==> src/pcm_pkg.sv <==
// Constants shared by the press cam monitor files
package pcm_pkg;
  // ----------------------------------------------------------------
  // Timing
  // ----------------------------------------------------------------
  localparam int          CLK_PERIOD_NS = 40;
  localparam logic [31:0] CYC_PER_MS    = 32'(1000000 / CLK_PERIOD_NS);
  localparam int          POS_W         = 32;
  localparam int          TIME_W        = 16;
  // ----------------------------------------------------------------
  // Register byte offsets
  // ----------------------------------------------------------------
  localparam logic [7:0] OFS_CTRL      = 8'h00;
  localparam logic [7:0] OFS_STATUS    = 8'h04;
  localparam logic [7:0] OFS_PARAM0    = 8'h08;
  localparam int         NPARAM        = 13;
  // Parameter indices, each one word after OFS_PARAM0
  localparam int P_JITTER      = 0;
  localparam int P_STILL_MS    = 1;
  localparam int P_START_MS    = 2;
  localparam int P_MOTION_MS   = 3;
  localparam int P_MIN_DELTA   = 4;
  localparam int P_FULL_LIMIT  = 5;
  localparam int P_TOP_LOW     = 6;
  localparam int P_TOP_HIGH    = 7;
  localparam int P_TOP2_LOW    = 8;
  localparam int P_TOP2_HIGH   = 9;
  localparam int P_BOT_LOW     = 10;
  localparam int P_BOT_HIGH    = 11;
  localparam int P_STOP_LIMIT  = 12;
  // ----------------------------------------------------------------
  // Field positions
  // ----------------------------------------------------------------
  localparam int CTRL_PENDULUM = 0;
  localparam int CTRL_EXCENTRIC = 1;
  localparam int CTRL_CAMS_EN  = 2;
  localparam int CTRL_W        = 3;
  localparam int PIN_AUTO      = 0;
  localparam int PIN_SETUP     = 1;
  localparam int PIN_RESET     = 2;
  localparam int PIN_CMD       = 3;
  localparam int PIN_REVERSE   = 4;
  localparam int PIN_STOP_CAM  = 5;
  localparam int PIN_RISE_CAM  = 6;
  localparam int PIN_W         = 7;
  localparam int NFAULT        = 7;
  // ----------------------------------------------------------------
  // Reset values
  // ----------------------------------------------------------------
  localparam logic [CTRL_W-1:0] CTRL_RST  = 3'h2;
  localparam logic [31:0]       PARAM_RST = 32'h0;
endpackage

==> src/pcm_span_meter.sv <==
// Position span meter over a repeating time window
module pcm_span_meter
#(
  parameter int PW = 32
)
(
  input  wire logic          ref_clk,
  input  wire logic          srst,
  input  wire logic          restart,
  input  wire logic [PW-1:0] pos,
  input  wire logic [31:0]   win_cycles,
  output logic               done,
  output logic [PW-1:0]      span
);
  import pcm_pkg::*;

  typedef struct packed {
    logic [31:0]   cnt;
    logic [PW-1:0] lo;
    logic [PW-1:0] hi;
    logic          done;
    logic [PW-1:0] span;
  } pcm_span_st_t;

  pcm_span_st_t r;
  pcm_span_st_t nxt;

  // ----------------------------------------------------------------
  // Window bookkeeping
  // ----------------------------------------------------------------
  always_comb
  begin
    nxt = r;
    nxt.done = 1'b0;
    if (restart)
    begin
      nxt.cnt = 32'h0;
      nxt.lo = pos;
      nxt.hi = pos;
    end
    else if (r.cnt + 32'h1 >= win_cycles)
    begin
      // Span includes the sample of the closing cycle
      nxt.done = 1'b1;
      nxt.span = ((pos > r.hi) ? pos : r.hi) - ((pos < r.lo) ? pos : r.lo);
      nxt.cnt = 32'h0;
      nxt.lo = pos;
      nxt.hi = pos;
    end
    else
    begin
      nxt.cnt = r.cnt + 32'h1;
      if (pos < r.lo)
        nxt.lo = pos;
      if (pos > r.hi)
        nxt.hi = pos;
    end
  end

  always_ff @(posedge ref_clk)
  begin
    if (srst)
      r <= '0;
    else
      r <= nxt;
  end

  assign done = r.done;
  assign span = r.span;
endmodule

==> src/pcm_press_cam_monitor.sv <==
// Press cam monitor top: checks, outputs and Avalon-MM register slave
//
// Functional notes
// - Automatic input 0 runs parameter verification; 1 skips it.
// - Parameters change only while setup input is 1.
// - Motion or leaving top window only after a falling reset edge.
// - Motion command 1 expects position change using delay, window, delta.
// - Standstill judged over a time window within the jitter band.
// - Rising motion command starts start-delay interval; motion must come.
// - After first motion, position must keep changing each motion window.
// - Motion counts only when change reaches minimum delta in window.
// - Full-turn limit is the largest permitted position.
// - Pendulum and excentric modes, each by its own flag.
// - Excentric with cams: rising cam on after bottom, off at zero.
// - Stop cam on after top-low, held at standstill, drops at next start.
// - Reverse allowed only with both cams off; ends at stop cam.
// - Excentric reverse ends at upper top window limit.
// - Excentric: passing stop limit without standstill clears monitor ok.
// - Excentric uses one top window low-left, high-right; second ignored.
// - Upward output set leaving bottom window, cleared on standstill.
// - Standstill when window span is at most the jitter band.
// - Start delay expiring with command and no motion clears monitor ok.
// - Monitor ok set while checks pass; first set on falling reset.
// - Top flag when position lies within the top window.
module pcm_press_cam_monitor
(
  input  wire logic                      ref_clk,
  input  wire logic                      srst,
  input  wire logic [7:0]                avs_address,
  input  wire logic                      avs_read,
  input  wire logic                      avs_write,
  input  wire logic [31:0]               avs_writedata,
  input  wire logic [3:0]                avs_byteenable,
  output logic      [31:0]               avs_readdata,
  output logic                           avs_waitrequest,
  input  wire logic [pcm_pkg::POS_W-1:0] position_in,
  input  wire logic                      automatic_in,
  input  wire logic                      param_setup_enable,
  input  wire logic                      start_release_reset,
  input  wire logic                      motion_commanded_in,
  input  wire logic                      reverse_permit,
  input  wire logic                      stop_cam_in,
  input  wire logic                      rising_cam_in,
  output logic                           monitor_ok,
  output logic                           top_dead_centre_flag,
  output logic                           bottom_dead_centre_flag,
  output logic                           upward_move_flag,
  output logic                           reverse_allowed
);
  import pcm_pkg::*;

  typedef struct packed {
    logic [PIN_W-1:0]              pin_s1;
    logic [PIN_W-1:0]              pin_s2;
    logic [POS_W-1:0]              pos_s1;
    logic [POS_W-1:0]              pos_s2;
    logic                          reset_d;
    logic                          cmd_d;
    logic                          bot_d;
    logic                          armed;
    logic                          ok;
    logic                          still;
    logic                          moving;
    logic                          motion_seen;
    logic [31:0]                   start_cnt;
    logic                          start_run;
    logic                          upward;
    logic                          top;
    logic                          bot;
    logic                          rev;
    logic                          stop_held;
    logic [NFAULT-1:0]             fault;
    logic [CTRL_W-1:0]             ctrl;
    logic [NPARAM-1:0][31:0]       prm;
    logic                          wait_r;
    logic [31:0]                   rdata;
  } pcm_state_t;

  pcm_state_t r;
  pcm_state_t nxt;

  // Synchronised views
  logic [POS_W-1:0] pos;
  logic             p_auto;
  logic             p_setup;
  logic             p_reset;
  logic             p_cmd;
  logic             p_rev;
  logic             p_stop;
  logic             p_rise;
  logic             excentric;
  logic             pendulum;
  logic             cams_en;
  logic [POS_W-1:0] half_turn;
  logic             still_done;
  logic [POS_W-1:0] still_span;
  logic             motion_done;
  logic [POS_W-1:0] motion_span;
  logic             cmd_rise;
  logic             cmd_fall;
  logic             reset_fall;

  assign pos       = r.pos_s2;
  assign p_auto    = r.pin_s2[PIN_AUTO];
  assign p_setup   = r.pin_s2[PIN_SETUP];
  assign p_reset   = r.pin_s2[PIN_RESET];
  assign p_cmd     = r.pin_s2[PIN_CMD];
  assign p_rev     = r.pin_s2[PIN_REVERSE];
  assign p_stop    = r.pin_s2[PIN_STOP_CAM];
  assign p_rise    = r.pin_s2[PIN_RISE_CAM];
  assign excentric = r.ctrl[CTRL_EXCENTRIC];
  assign pendulum  = r.ctrl[CTRL_PENDULUM];
  assign cams_en   = r.ctrl[CTRL_CAMS_EN];
  assign half_turn = r.prm[P_FULL_LIMIT] >> 1;
  assign cmd_rise  = p_cmd & ~r.cmd_d;
  assign cmd_fall  = ~p_cmd & r.cmd_d;
  assign reset_fall = ~p_reset & r.reset_d;

  function automatic logic [31:0] ms_to_cyc(input logic [31:0] ms);
    logic [31:0] c;
    c = 32'(ms[TIME_W-1:0]) * CYC_PER_MS;
    return (c == 32'h0) ? 32'h1 : c;
  endfunction

  function automatic logic [31:0] lane_merge(
    input logic [31:0] old,
    input logic [31:0] wd,
    input logic [3:0]  be
  );
    logic [31:0] m;
    m = {{8{be[3]}}, {8{be[2]}}, {8{be[1]}}, {8{be[0]}}};
    return (old & ~m) | (wd & m);
  endfunction

  // ----------------------------------------------------------------
  // Standstill and motion windows
  // ----------------------------------------------------------------
  pcm_span_meter
  #(
    .PW (POS_W)
  )
  u_still
  (
    .ref_clk    (ref_clk),
    .srst       (srst),
    .restart    (cmd_fall),
    .pos        (pos),
    .win_cycles (ms_to_cyc(r.prm[P_STILL_MS])),
    .done       (still_done),
    .span       (still_span)
  );

  pcm_span_meter
  #(
    .PW (POS_W)
  )
  u_motion
  (
    .ref_clk    (ref_clk),
    .srst       (srst),
    .restart    (cmd_rise),
    .pos        (pos),
    .win_cycles (ms_to_cyc(r.prm[P_MOTION_MS])),
    .done       (motion_done),
    .span       (motion_span)
  );

  // ----------------------------------------------------------------
  // Checks
  // ----------------------------------------------------------------
  logic              top_now;
  logic              bot_now;
  logic              cfg_bad;
  logic [NFAULT-1:0] fault_now;
  logic              start_exp;

  always_comb
  begin
    // Excentric top window wraps through zero: low left, high right
    if (excentric)
      top_now = (pos >= r.prm[P_TOP_LOW]) | (pos <= r.prm[P_TOP_HIGH]);
    else
      top_now = ((pos >= r.prm[P_TOP_LOW]) & (pos <= r.prm[P_TOP_HIGH]))
              | ((pos >= r.prm[P_TOP2_HIGH]) & (pos <= r.prm[P_TOP2_LOW]));
    bot_now = (pos >= r.prm[P_BOT_LOW]) & (pos <= r.prm[P_BOT_HIGH]);
    // Configuration the far side promised to respect
    cfg_bad = (pendulum == excentric);
    if (excentric)
    begin
      cfg_bad = cfg_bad
              | (r.prm[P_STOP_LIMIT] <= r.prm[P_TOP_HIGH])
              | (r.prm[P_STOP_LIMIT] >= r.prm[P_BOT_LOW])
              | (r.prm[P_BOT_LOW] >= half_turn)
              | (r.prm[P_BOT_HIGH] <= half_turn)
              | (r.prm[P_BOT_HIGH] >= r.prm[P_TOP_LOW]);
    end
    cfg_bad = cfg_bad | (r.prm[P_TOP_LOW] > r.prm[P_FULL_LIMIT]);
    start_exp = r.start_run & (r.start_cnt == 32'h0);
    fault_now = '0;
    fault_now[0] = ~p_auto & cfg_bad;
    fault_now[1] = pos > r.prm[P_FULL_LIMIT];
    fault_now[2] = start_exp & p_cmd & ~r.motion_seen;
    // Motion once seen must keep up each window
    fault_now[3] = p_cmd & r.motion_seen & motion_done
                 & (motion_span < r.prm[P_MIN_DELTA]);
    // Commanded motion or a top exit without release; coasting to a stop is no fault
    fault_now[4] = ~r.armed & ((p_cmd & r.moving & ~r.still) | (r.top & ~top_now));
    fault_now[5] = excentric & cams_en
                 & ((p_rise & r.top & ~top_now & ~r.bot)
                 | (~p_rise & r.upward & (pos > r.prm[P_BOT_HIGH])
                    & (pos < r.prm[P_TOP_LOW]))
                 | (r.stop_held & ~p_stop & ~p_cmd));
    fault_now[6] = excentric & ~p_cmd & ~r.still
                 & (pos > r.prm[P_STOP_LIMIT]) & (pos < r.prm[P_BOT_LOW]);
  end

  // ----------------------------------------------------------------
  // Next state
  // ----------------------------------------------------------------
  logic [5:0] widx;
  logic       hit;

  always_comb
  begin
    nxt = r;
    widx = 6'(avs_address[7:2] - OFS_PARAM0[7:2]);
    hit = 1'b0;
    nxt.pin_s1 = {rising_cam_in, stop_cam_in, reverse_permit, motion_commanded_in,
                  start_release_reset, param_setup_enable, automatic_in};
    nxt.pin_s2 = r.pin_s1;
    nxt.pos_s1 = position_in;
    nxt.pos_s2 = r.pos_s1;
    nxt.reset_d = p_reset;
    nxt.cmd_d = p_cmd;
    nxt.bot_d = bot_now;
    nxt.top = top_now;
    nxt.bot = bot_now;

    // Standstill over a time window
    if (still_done)
      nxt.still = (still_span <= r.prm[P_JITTER]);

    // Motion presence
    if (cmd_rise)
    begin
      nxt.moving = 1'b0;
      nxt.motion_seen = 1'b0;
    end
    else if (p_cmd & motion_done)
    begin
      nxt.moving = (motion_span >= r.prm[P_MIN_DELTA]);
      if (motion_span >= r.prm[P_MIN_DELTA])
        nxt.motion_seen = 1'b1;
    end
    if (~p_cmd & still_done & (still_span <= r.prm[P_JITTER]))
      nxt.moving = 1'b0;

    // Start delay counted in cycles from the rising command
    if (cmd_rise)
    begin
      nxt.start_cnt = ms_to_cyc(r.prm[P_START_MS]);
      nxt.start_run = 1'b1;
    end
    else if (start_exp | ~p_cmd)
      nxt.start_run = 1'b0;
    else if (r.start_run)
      nxt.start_cnt = r.start_cnt - 32'h1;

    // Release: falling reset arms one start, a stop disarms
    if (reset_fall)
      nxt.armed = 1'b1;
    else if (cmd_fall)
      nxt.armed = 1'b0;

    // Upward leg
    if (r.bot_d & ~bot_now & r.moving)
      nxt.upward = 1'b1;
    else if (still_done & (still_span <= r.prm[P_JITTER]))
      nxt.upward = 1'b0;

    // Stop cam must hold once seen past the top-low limit
    if (cmd_rise)
      nxt.stop_held = 1'b0;
    else if (excentric & cams_en & p_stop & (pos >= r.prm[P_TOP_LOW]))
      nxt.stop_held = 1'b1;

    // Reverse run: both cams idle and, in excentric mode only, not yet at the top-high limit
    nxt.rev = p_rev & ~p_rise & ~p_stop
            & ~(excentric & (pos <= r.prm[P_TOP_HIGH]));

    // Faults stick until the next release; a fault in the release
    // cycle keeps ok low rather than being lost
    if (reset_fall)
    begin
      nxt.fault = fault_now;
      nxt.ok = (fault_now == '0);
    end
    else
    begin
      nxt.fault = r.fault | fault_now;
      if (fault_now != '0)
        nxt.ok = 1'b0;
    end

    // Avalon-MM slave: one wait cycle, then answer
    nxt.wait_r = 1'b1;
    if ((avs_read | avs_write) & r.wait_r)
    begin
      nxt.wait_r = 1'b0;
      nxt.rdata = 32'h0;
      if (avs_address == OFS_CTRL)
        nxt.rdata = 32'(r.ctrl);
      else if (avs_address == OFS_STATUS)
        nxt.rdata = {18'h0, r.fault, r.armed, r.moving, r.still, r.upward,
                     r.top, r.ok, p_setup};
      else if ((avs_address >= OFS_PARAM0) & (widx < 6'(NPARAM)))
        nxt.rdata = r.prm[widx];
    end
    if (avs_write & ~r.wait_r & p_setup)
    begin
      if (avs_address == OFS_CTRL)
        nxt.ctrl = CTRL_W'(lane_merge(32'(r.ctrl), avs_writedata, avs_byteenable));
      else if ((avs_address >= OFS_PARAM0) & (widx < 6'(NPARAM)))
        hit = 1'b1;
      if (hit)
        nxt.prm[widx] = lane_merge(r.prm[widx], avs_writedata, avs_byteenable);
    end
  end

  // ----------------------------------------------------------------
  // State register
  // ----------------------------------------------------------------
  always_ff @(posedge ref_clk)
  begin
    if (srst)
    begin
      r <= '0;
      r.ctrl <= CTRL_RST;
      r.prm <= {NPARAM{PARAM_RST}};
      r.wait_r <= 1'b1;
    end
    else
    begin
      r <= nxt;
    end
  end

  // ----------------------------------------------------------------
  // Outputs
  // ----------------------------------------------------------------
  assign avs_readdata            = r.rdata;
  assign avs_waitrequest         = r.wait_r;
  assign monitor_ok              = r.ok;
  assign top_dead_centre_flag    = r.top;
  assign bottom_dead_centre_flag = r.bot;
  assign upward_move_flag        = r.upward;
  assign reverse_allowed         = r.rev;
endmodule

==> config.mk <==
export PLATFORM = sky130hd
export DESIGN_NAME = pcm_press_cam_monitor
export DESIGN_NICKNAME = d
export VERILOG_FILES = /design/src/pcm_pkg.sv /design/src/pcm_span_meter.sv /design/src/pcm_press_cam_monitor.sv
export SDC_FILE = /design/constraint.sdc
export NUM_CORES = 2
export LEC_CHECK = 0
export BUFFER_PORTS_ARGS = -buffer_cell sky130_fd_sc_hd__buf_4
export CAP_MARGIN = 20
export CORE_MARGIN = 2
export CORE_UTILIZATION = 40
export CTS_CLUSTER_DIAMETER = 120
export DETAILED_ROUTE_END_ITERATION = 8
export GPL_TIMING_DRIVEN = 0
export HOLD_SLACK_MARGIN = 0.05
export SYNTH_ARGS = -nofsm -noshare
export SYNTH_HDL_FRONTEND = slang
export SYNTH_SLANG_ARGS = --single-unit
==> constraint.sdc <==
create_clock -name ref_clk -period 11.8 [get_ports ref_clk]
set_input_delay 1.77 -clock ref_clk [delete_from_list [all_inputs] [get_ports ref_clk]]
set_output_delay 1.77 -clock ref_clk [all_outputs]
set_load 0.005 [all_outputs]
# Word-level counts from Yosys, hierarchy flattened
# Cells that the tools add are included.
[word_totals]
input_bits = 87
regBits = 840
wordCells = 232
[classes]
eq_ne = 3
n_mux = 38
add_sub_neg = 6
magnitude_cmp = 30
n_bitwise = 83
multipliers = 3
reduce_logical = 24
[ops]
columns = ["cell", "n"]
rows = [
  ["bitwise mux 416 bit", 1],
  ["two-way mux 32 bit", 11],
  ["two-way mux 64 bit", 4],
  [">= comparator 32 bit", 6],
  ["> comparator 32 bit", 6],
  ["less-or-equal comparator 32 bit", 5],
  ["less-than comparator 32 bit", 5],
  ["two-way mux 33 bit", 4],
  ["binary-select mux 32 bit (select 4 bit)", 1],
  ["demux 32 bit (select 4 bit)", 1],
  [">= comparator 32 x 31 -> 1 bit", 3],
  ["zero test 31 bit", 3],
  ["two-way mux 31 bit", 3],
  ["multiplier 16 x 12 -> 28 bit, second input constant", 3],
  ["adder 32 x 1 -> 32 bit, second input constant", 2],
  ["AND 32 bit", 2],
  ["subtractor 32 bit", 2],
  ["AND 1 bit", 47],
  ["less-or-equal comparator 32 x 31 -> 1 bit", 1],
  ["zero test 32 bit", 1],
  ["NOT 32 bit", 1],
  ["bitwise OR 32 bit", 1],
  ["subtractor 32 x 1 -> 32 bit, second input constant", 1],
  ["NOT 1 bit", 16],
  ["22 further kinds", 57],
]

# Depth between registers and ports, before layout
[logic_depth]
depth_word = 13
mapped_depth = 34
ltp_nobuf = 32

# Hierarchy
# Synthesis repeated with hierarchy kept, for this count alone.
[hier_totals]
hier_cells = 8472
hier_area_um2 = 69186.4
[by_module_without_submodules]
columns = ["mod", "seq_area_each_um2", "area_per_inst_um2", "n_inst", "cells_per_inst"]
rows = [
  ["pcm_press_cam_monitor", 11651.2, 46544.6, 1, 5504],
  ["pcm_span_meter (u_still)", 2582.5, 11359.6, 1, 1466],
  ["pcm_span_meter (u_motion)", 2582.5, 11282.1, 1, 1502],
]

# Worst setup path before layout
# OpenSTA, ideal clock, no wires.
[synth_path]
path_type = "register to register"
start = "register r[75] in the netlist's numbering"
end = "register u_still.r, in the netlist u_still.span[16]"
slack_ns = 4.359
period_less_slack_ns = 7.441
path_buffers = 3
path_stages_with_launch = 34
arrival_time_ns = 7.319
setup_ns = 0.122
path_cell_list = "dfxtp_1 ha_1 ha_1 inv_1 fa_1 inv_1 fa_1 inv_1 fa_1 inv_1 ha_1 clkbuf_1 a21oi_1 nor2_1 a211oi_1 o31ai_1 a211oi_2 o311a_1 o21ai_1 or4_1 or4_1 nand2_1 ha_1 inv_1 a31oi_1 o21ai_0 a2111oi_0 o211ai_1 a311oi_1 o21a_1 clkbuf_1 buf_2 nor3b_1 a311o_1"
[synth_via]
elab_chain_len = 5
[synth_lines]
columns = ["element", "line", "source"]
rows = [
  ["start: declaration", "pcm_press_cam_monitor.sv:79", "pcm_state_t r;"],
  ["start signal: assignment", "pcm_press_cam_monitor.sv:344", "r <= nxt;"],
  ["multiplier 16 x 12 -> 28 bit *", "pcm_press_cam_monitor.sv:121", "c = 32'(ms[TIME_W-1:0]) * CYC_PER_MS;"],
  ["zero test 31 bit", "pcm_press_cam_monitor.sv:122", "return (c == 32'h0) ? 32'h1 : c;"],
  ["two-way mux 31 bit *", "pcm_press_cam_monitor.sv:122", ""],
  [">= comparator 32 x 31 -> 1 bit *", "pcm_span_meter.sv:41", "else if (r.cnt + 32'h1 >= win_cycles)"],
  ["AND reduction 2 bit (no line) *", "-", ""],
  ["end signal: assignment", "pcm_span_meter.sv:65", "r <= nxt;"],
  ["end: declaration", "pcm_span_meter.sv:25", "pcm_span_st_t r;"],
]
# Mark *: on every way between the ends. The rest lies on a longest branch, timed or not.
# A chain may end at the register's enable or synchronous reset.

# Worst setup path in the final report
[layout_path]
start = "register r[75] in the netlist's numbering"
end = "register u_still.r[95] in the netlist's numbering"
[layout_via]
elab_chain_len = 6
[layout_lines]
columns = ["element", "line", "source"]
rows = [
  ["multiplier 16 x 12 -> 28 bit *", "pcm_press_cam_monitor.sv:121", ""],
  ["zero test 31 bit", "pcm_press_cam_monitor.sv:122", ""],
  ["two-way mux 31 bit *", "pcm_press_cam_monitor.sv:122", ""],
  [">= comparator 32 x 31 -> 1 bit *", "pcm_span_meter.sv:41", ""],
  ["two-way mux 64 bit *", "pcm_span_meter.sv:41", ""],
  ["two-way mux 64 bit *", "pcm_span_meter.sv:35", "if (restart)"],
]
# Marks and branches as above.

==> flow_summary.json <==
{
  "regToRegSetupSlack_ns": 2.18,
  "syn_to_final_growth_pct": 12.24,
  "rsz0062_at_grt": "no",
  "cts.sinks": 840,
  "n_fill_cell": 15810,
  "startpoint_type": "flip-flop",
  "dp_cells": 9944,
  "r2r-start": "r[75]",
  "post-route-util_pct": 45.17,
  "synthDistinctLibCells": 93,
  "final_common_cell": "ha_1",
  "pwr-share-clk_pct": 42.5,
  "clock_skew_ns": 0.05177,
  "p_int_mw": 5.501,
  "antenna_found_initial": 13,
  "postRouteAntennaNets": 0,
  "hold_class": "flip-flop to flip-flop",
  "crit_top_cell": "inv_1",
  "synth_edf_count": 0,
  "peakVddDrop_mv": 0.1184,
  "finalCriticalPeriod_ns": 9.616,
  "grt-ovfl-total": 0,
  "layout.cells.non_filler": 10140,
  "dp_hpwl_mm": 201.6,
  "syn-instance-count": 7624,
  "routedWlPerCell_um": 24.31,
  "required_ns": 12.38,
  "ys.flop_type": "dfxtp_1",
  "tightest_slew_ns": 1.247,
  "setup-violations-final": 0,
  "drive_above_1_share_pct": 7.553,
  "cts_inserted_buffers": 99,
  "regArea_sq_um": 16830,
  "synth-async-reset-ratio_pct": 0,
  "drv_cap": 0,
  "io_buffers": 118,
  "grt_use_met1_pct": 39.16,
  "grt_pass1_vias": 55680,
  "initial_core_util_pct": 40.24,
  "drc": 0,
  "firstDrtPassIters": 8,
  "ioPinCount": 125,
  "grt-busiest-layer": "met2",
  "endpoint": "u_still.r[95]",
  "multi_input_area_sq_um": 43110,
  "clock_path_buffers": 3,
  "gp_congestion": 1.056,
  "crit_start": "r[75]",
  "power.switching_mw": 2.411,
  "p_seq_share_pct": 38.4,
  "via_per_inst": 5.717,
  "routed_wl_mm": 246.4,
  "cp-end-kind": "flip-flop",
  "finalHoldViolations": 0,
  "grt_use_met2_pct": 45.24,
  "final_cell_mix": "ha_1 (1072), inv_1 (859), dfxtp_1 (829), nand2_1 (796), a21oi_1 (727)",
  "period_share_pct": 81.49,
  "setup_slack_ns": 2.184,
  "p_leak_nw": 32.26,
  "cts_root_buf": "clkbuf_16",
  "worst-setup-path-type": "flip-flop to flip-flop",
  "grtUsageTotal_pct": 29.42,
  "cts_tree": "done",
  "htree_levels": 3,
  "slowest_stage": "nor3b_2",
  "syn_area_per_cell_sq_um": 8.475,
  "clk_pin_slew_worst_paths_ns": 0.06,
  "slew_headroom_pct": 14.52,
  "combPwrFrac_pct": 19.1,
  "holdBufCountCts": 0,
  "dpl_worst_slack_ns": 2.120,
  "die_h_um": 405.9,
  "ys_seq_area_share_pct": 26.02,
  "grt_pass1_wl_mm": 360.5,
  "fmax_mhz": 104.0,
  "cts_resized": 0,
  "switching_share_pct": 30.47,
  "die_x_um": 405.9,
  "arrival_ns": 10.19,
  "drv_slew": 0,
  "power.density_nw_per_um2": 109.1,
  "fin_nets": 9178,
  "die-area_sq_um": 164800,
  "rows": 147,
  "postCtsSetupBuffers": 0,
  "slowest_delay_ns": 0.80,
  "worstRegToRegCells": 32,
  "core_area_sq_um": 160600,
  "clock_latency_ns": 0.76,
  "crit_fanout": 10,
  "grt_util_met3_pct": 4.503,
  "grt_max_degree": 19,
  "vias": 57940,
  "netlist_area_sq_um": 64620,
  "status": "finished, final reports clean",
  "power_mw": 7.912,
  "ys_ff_latch": 840,
  "drt-initial-drc-count": 5113,
  "rr_endpoint": "u_still.r[95]",
  "yosysWarningCount": 0,
  "tns_ns": 0
}
==> cells in the mapped netlist (26+ instances only) <==
cell type | count | area, sq um
o21ai_0 | 247 | 1236
xor2_1 | 63 | 551.8
buf_4 | 34 | 255.2
o21a_1 | 67 | 503.0
a221o_1 | 32 | 320.3
o211ai_1 | 32 | 240.2
nand2b_1 | 37 | 231.5
a21o_1 | 206 | 1546
a21boi_0 | 39 | 292.8
and3_1 | 91 | 569.3
nor2b_1 | 138 | 863.3
nand2_1 | 796 | 2988
a22oi_1 | 26 | 195.2
nand4_1 | 155 | 969.7
or3_1 | 30 | 187.7
fa_1 | 130 | 2603
nor3_1 | 70 | 350.3
clkbuf_1 | 261 | 979.7
nand3_1 | 93 | 465.5
o21ai_1 | 30 | 150.1
inv_1 | 859 | 3224
nor2_1 | 545 | 2046
a211oi_1 | 108 | 810.8
mux4_2 | 99 | 2230
xnor2_1 | 129 | 1130
mux2_2 | 31 | 349.1
mux2i_1 | 204 | 2042
ha_1 | 1072 | 13410
dfxtp_1 | 840 | 16820
buf_2 | 32 | 160.2
a21oi_1 | 727 | 3638
==> worst min-delay path by stage <==
stage | slack, ns | end | cells after the start | from
after detailed placement | 0.42 | pos[12] | 1 | nxt[517]
after CTS | 0.40 | pos[12] | 1 | nxt[517]
after global routing | 0.42 | pos[12] | 1 | nxt[517]
after floorplan | 0.41 | nxt[503] | 1 | nxt[572]
after global placement | 0.42 | pos[14] | 1 | nxt[519]
final | 0.39 | pos[25] | 1 | nxt[530]
==> registers in the layout, indices dropped and copies added, names as in the netlist, 31 cells and up, named ones only <==
| signal | flops |
|---|---|
| pos | 32 |
| u_motion.span | 32 |
| nxt | 41 |
| r | 432 |
| u_motion.r | 96 |
| u_still.r | 96 |
| half_turn | 31 |
| avs_readdata | 32 |
| u_still.span | 32 |
==> layer usage <==
metal  share of wire (%)  wire length (um)
met2                  43            106200
met4                 6.6             16200
met1                  42            104200
met3                 8.0             19720
met5               0.013                33
==> critical path: cells and delay by family (launching register included) <==
kind / cells / cell delay (ns)
AND/OR/NAND/NOR: 6 / 2.06
buffers and inverters: 8 / 1.65
flip-flops: 1 / 0.54
adder cells (fa/ha/maj): 7 / 2.80
XOR/XNOR: 1 / 0.21
AO/OA/AOI/OAI: 10 / 2.19
==> stage by stage <==
step	area, sq um	hold WS, ns
after floorplan	64620	0.4138
after global placement	68210	0.4182
after detailed placement	68950	0.4222
after CTS	72470	0.3952
after global routing	72520	0.4186
final	72530	0.3937
==> power by group through the flow <==
stage	combinational (mW)	clock, mW	sequential [mW]
floorplan	0.997	0	3.05
global placement	1.41	0	3.12
detailed placement	1.48	0	3.10
CTS	1.49	3.39	3.04
global route	1.65	3.50	3.05
finish	1.51	3.36	3.04
==> cell families after synthesis <==
group                    after synthesis  share of synthesized area, %
XOR/XNOR                             192                         2.602
multiplexers                         334                         7.151
other                                  1                      0.005803
AO/OA/AOI/OAI                       1755                         17.10
adder cells (fa/ha/maj)             1202                         24.79
flip-flops                           840                         26.02
buffers and inverters               1204                         7.288
AND/OR/NAND/NOR                     2096                         15.04
==> layout make-up <==
cell class              count  area share [%]
multi-input cells        5581           59.43
flip-flops and latches    840           23.20
inverters                 861           4.456
clock buffers             132           3.892
well taps                2160           3.726
repair buffers            163           2.262
plain buffers             343           2.039
clock inverters            50          0.9712
diodes                      5         0.01725
Note: power is estimated with default switching activity, not from simulation.
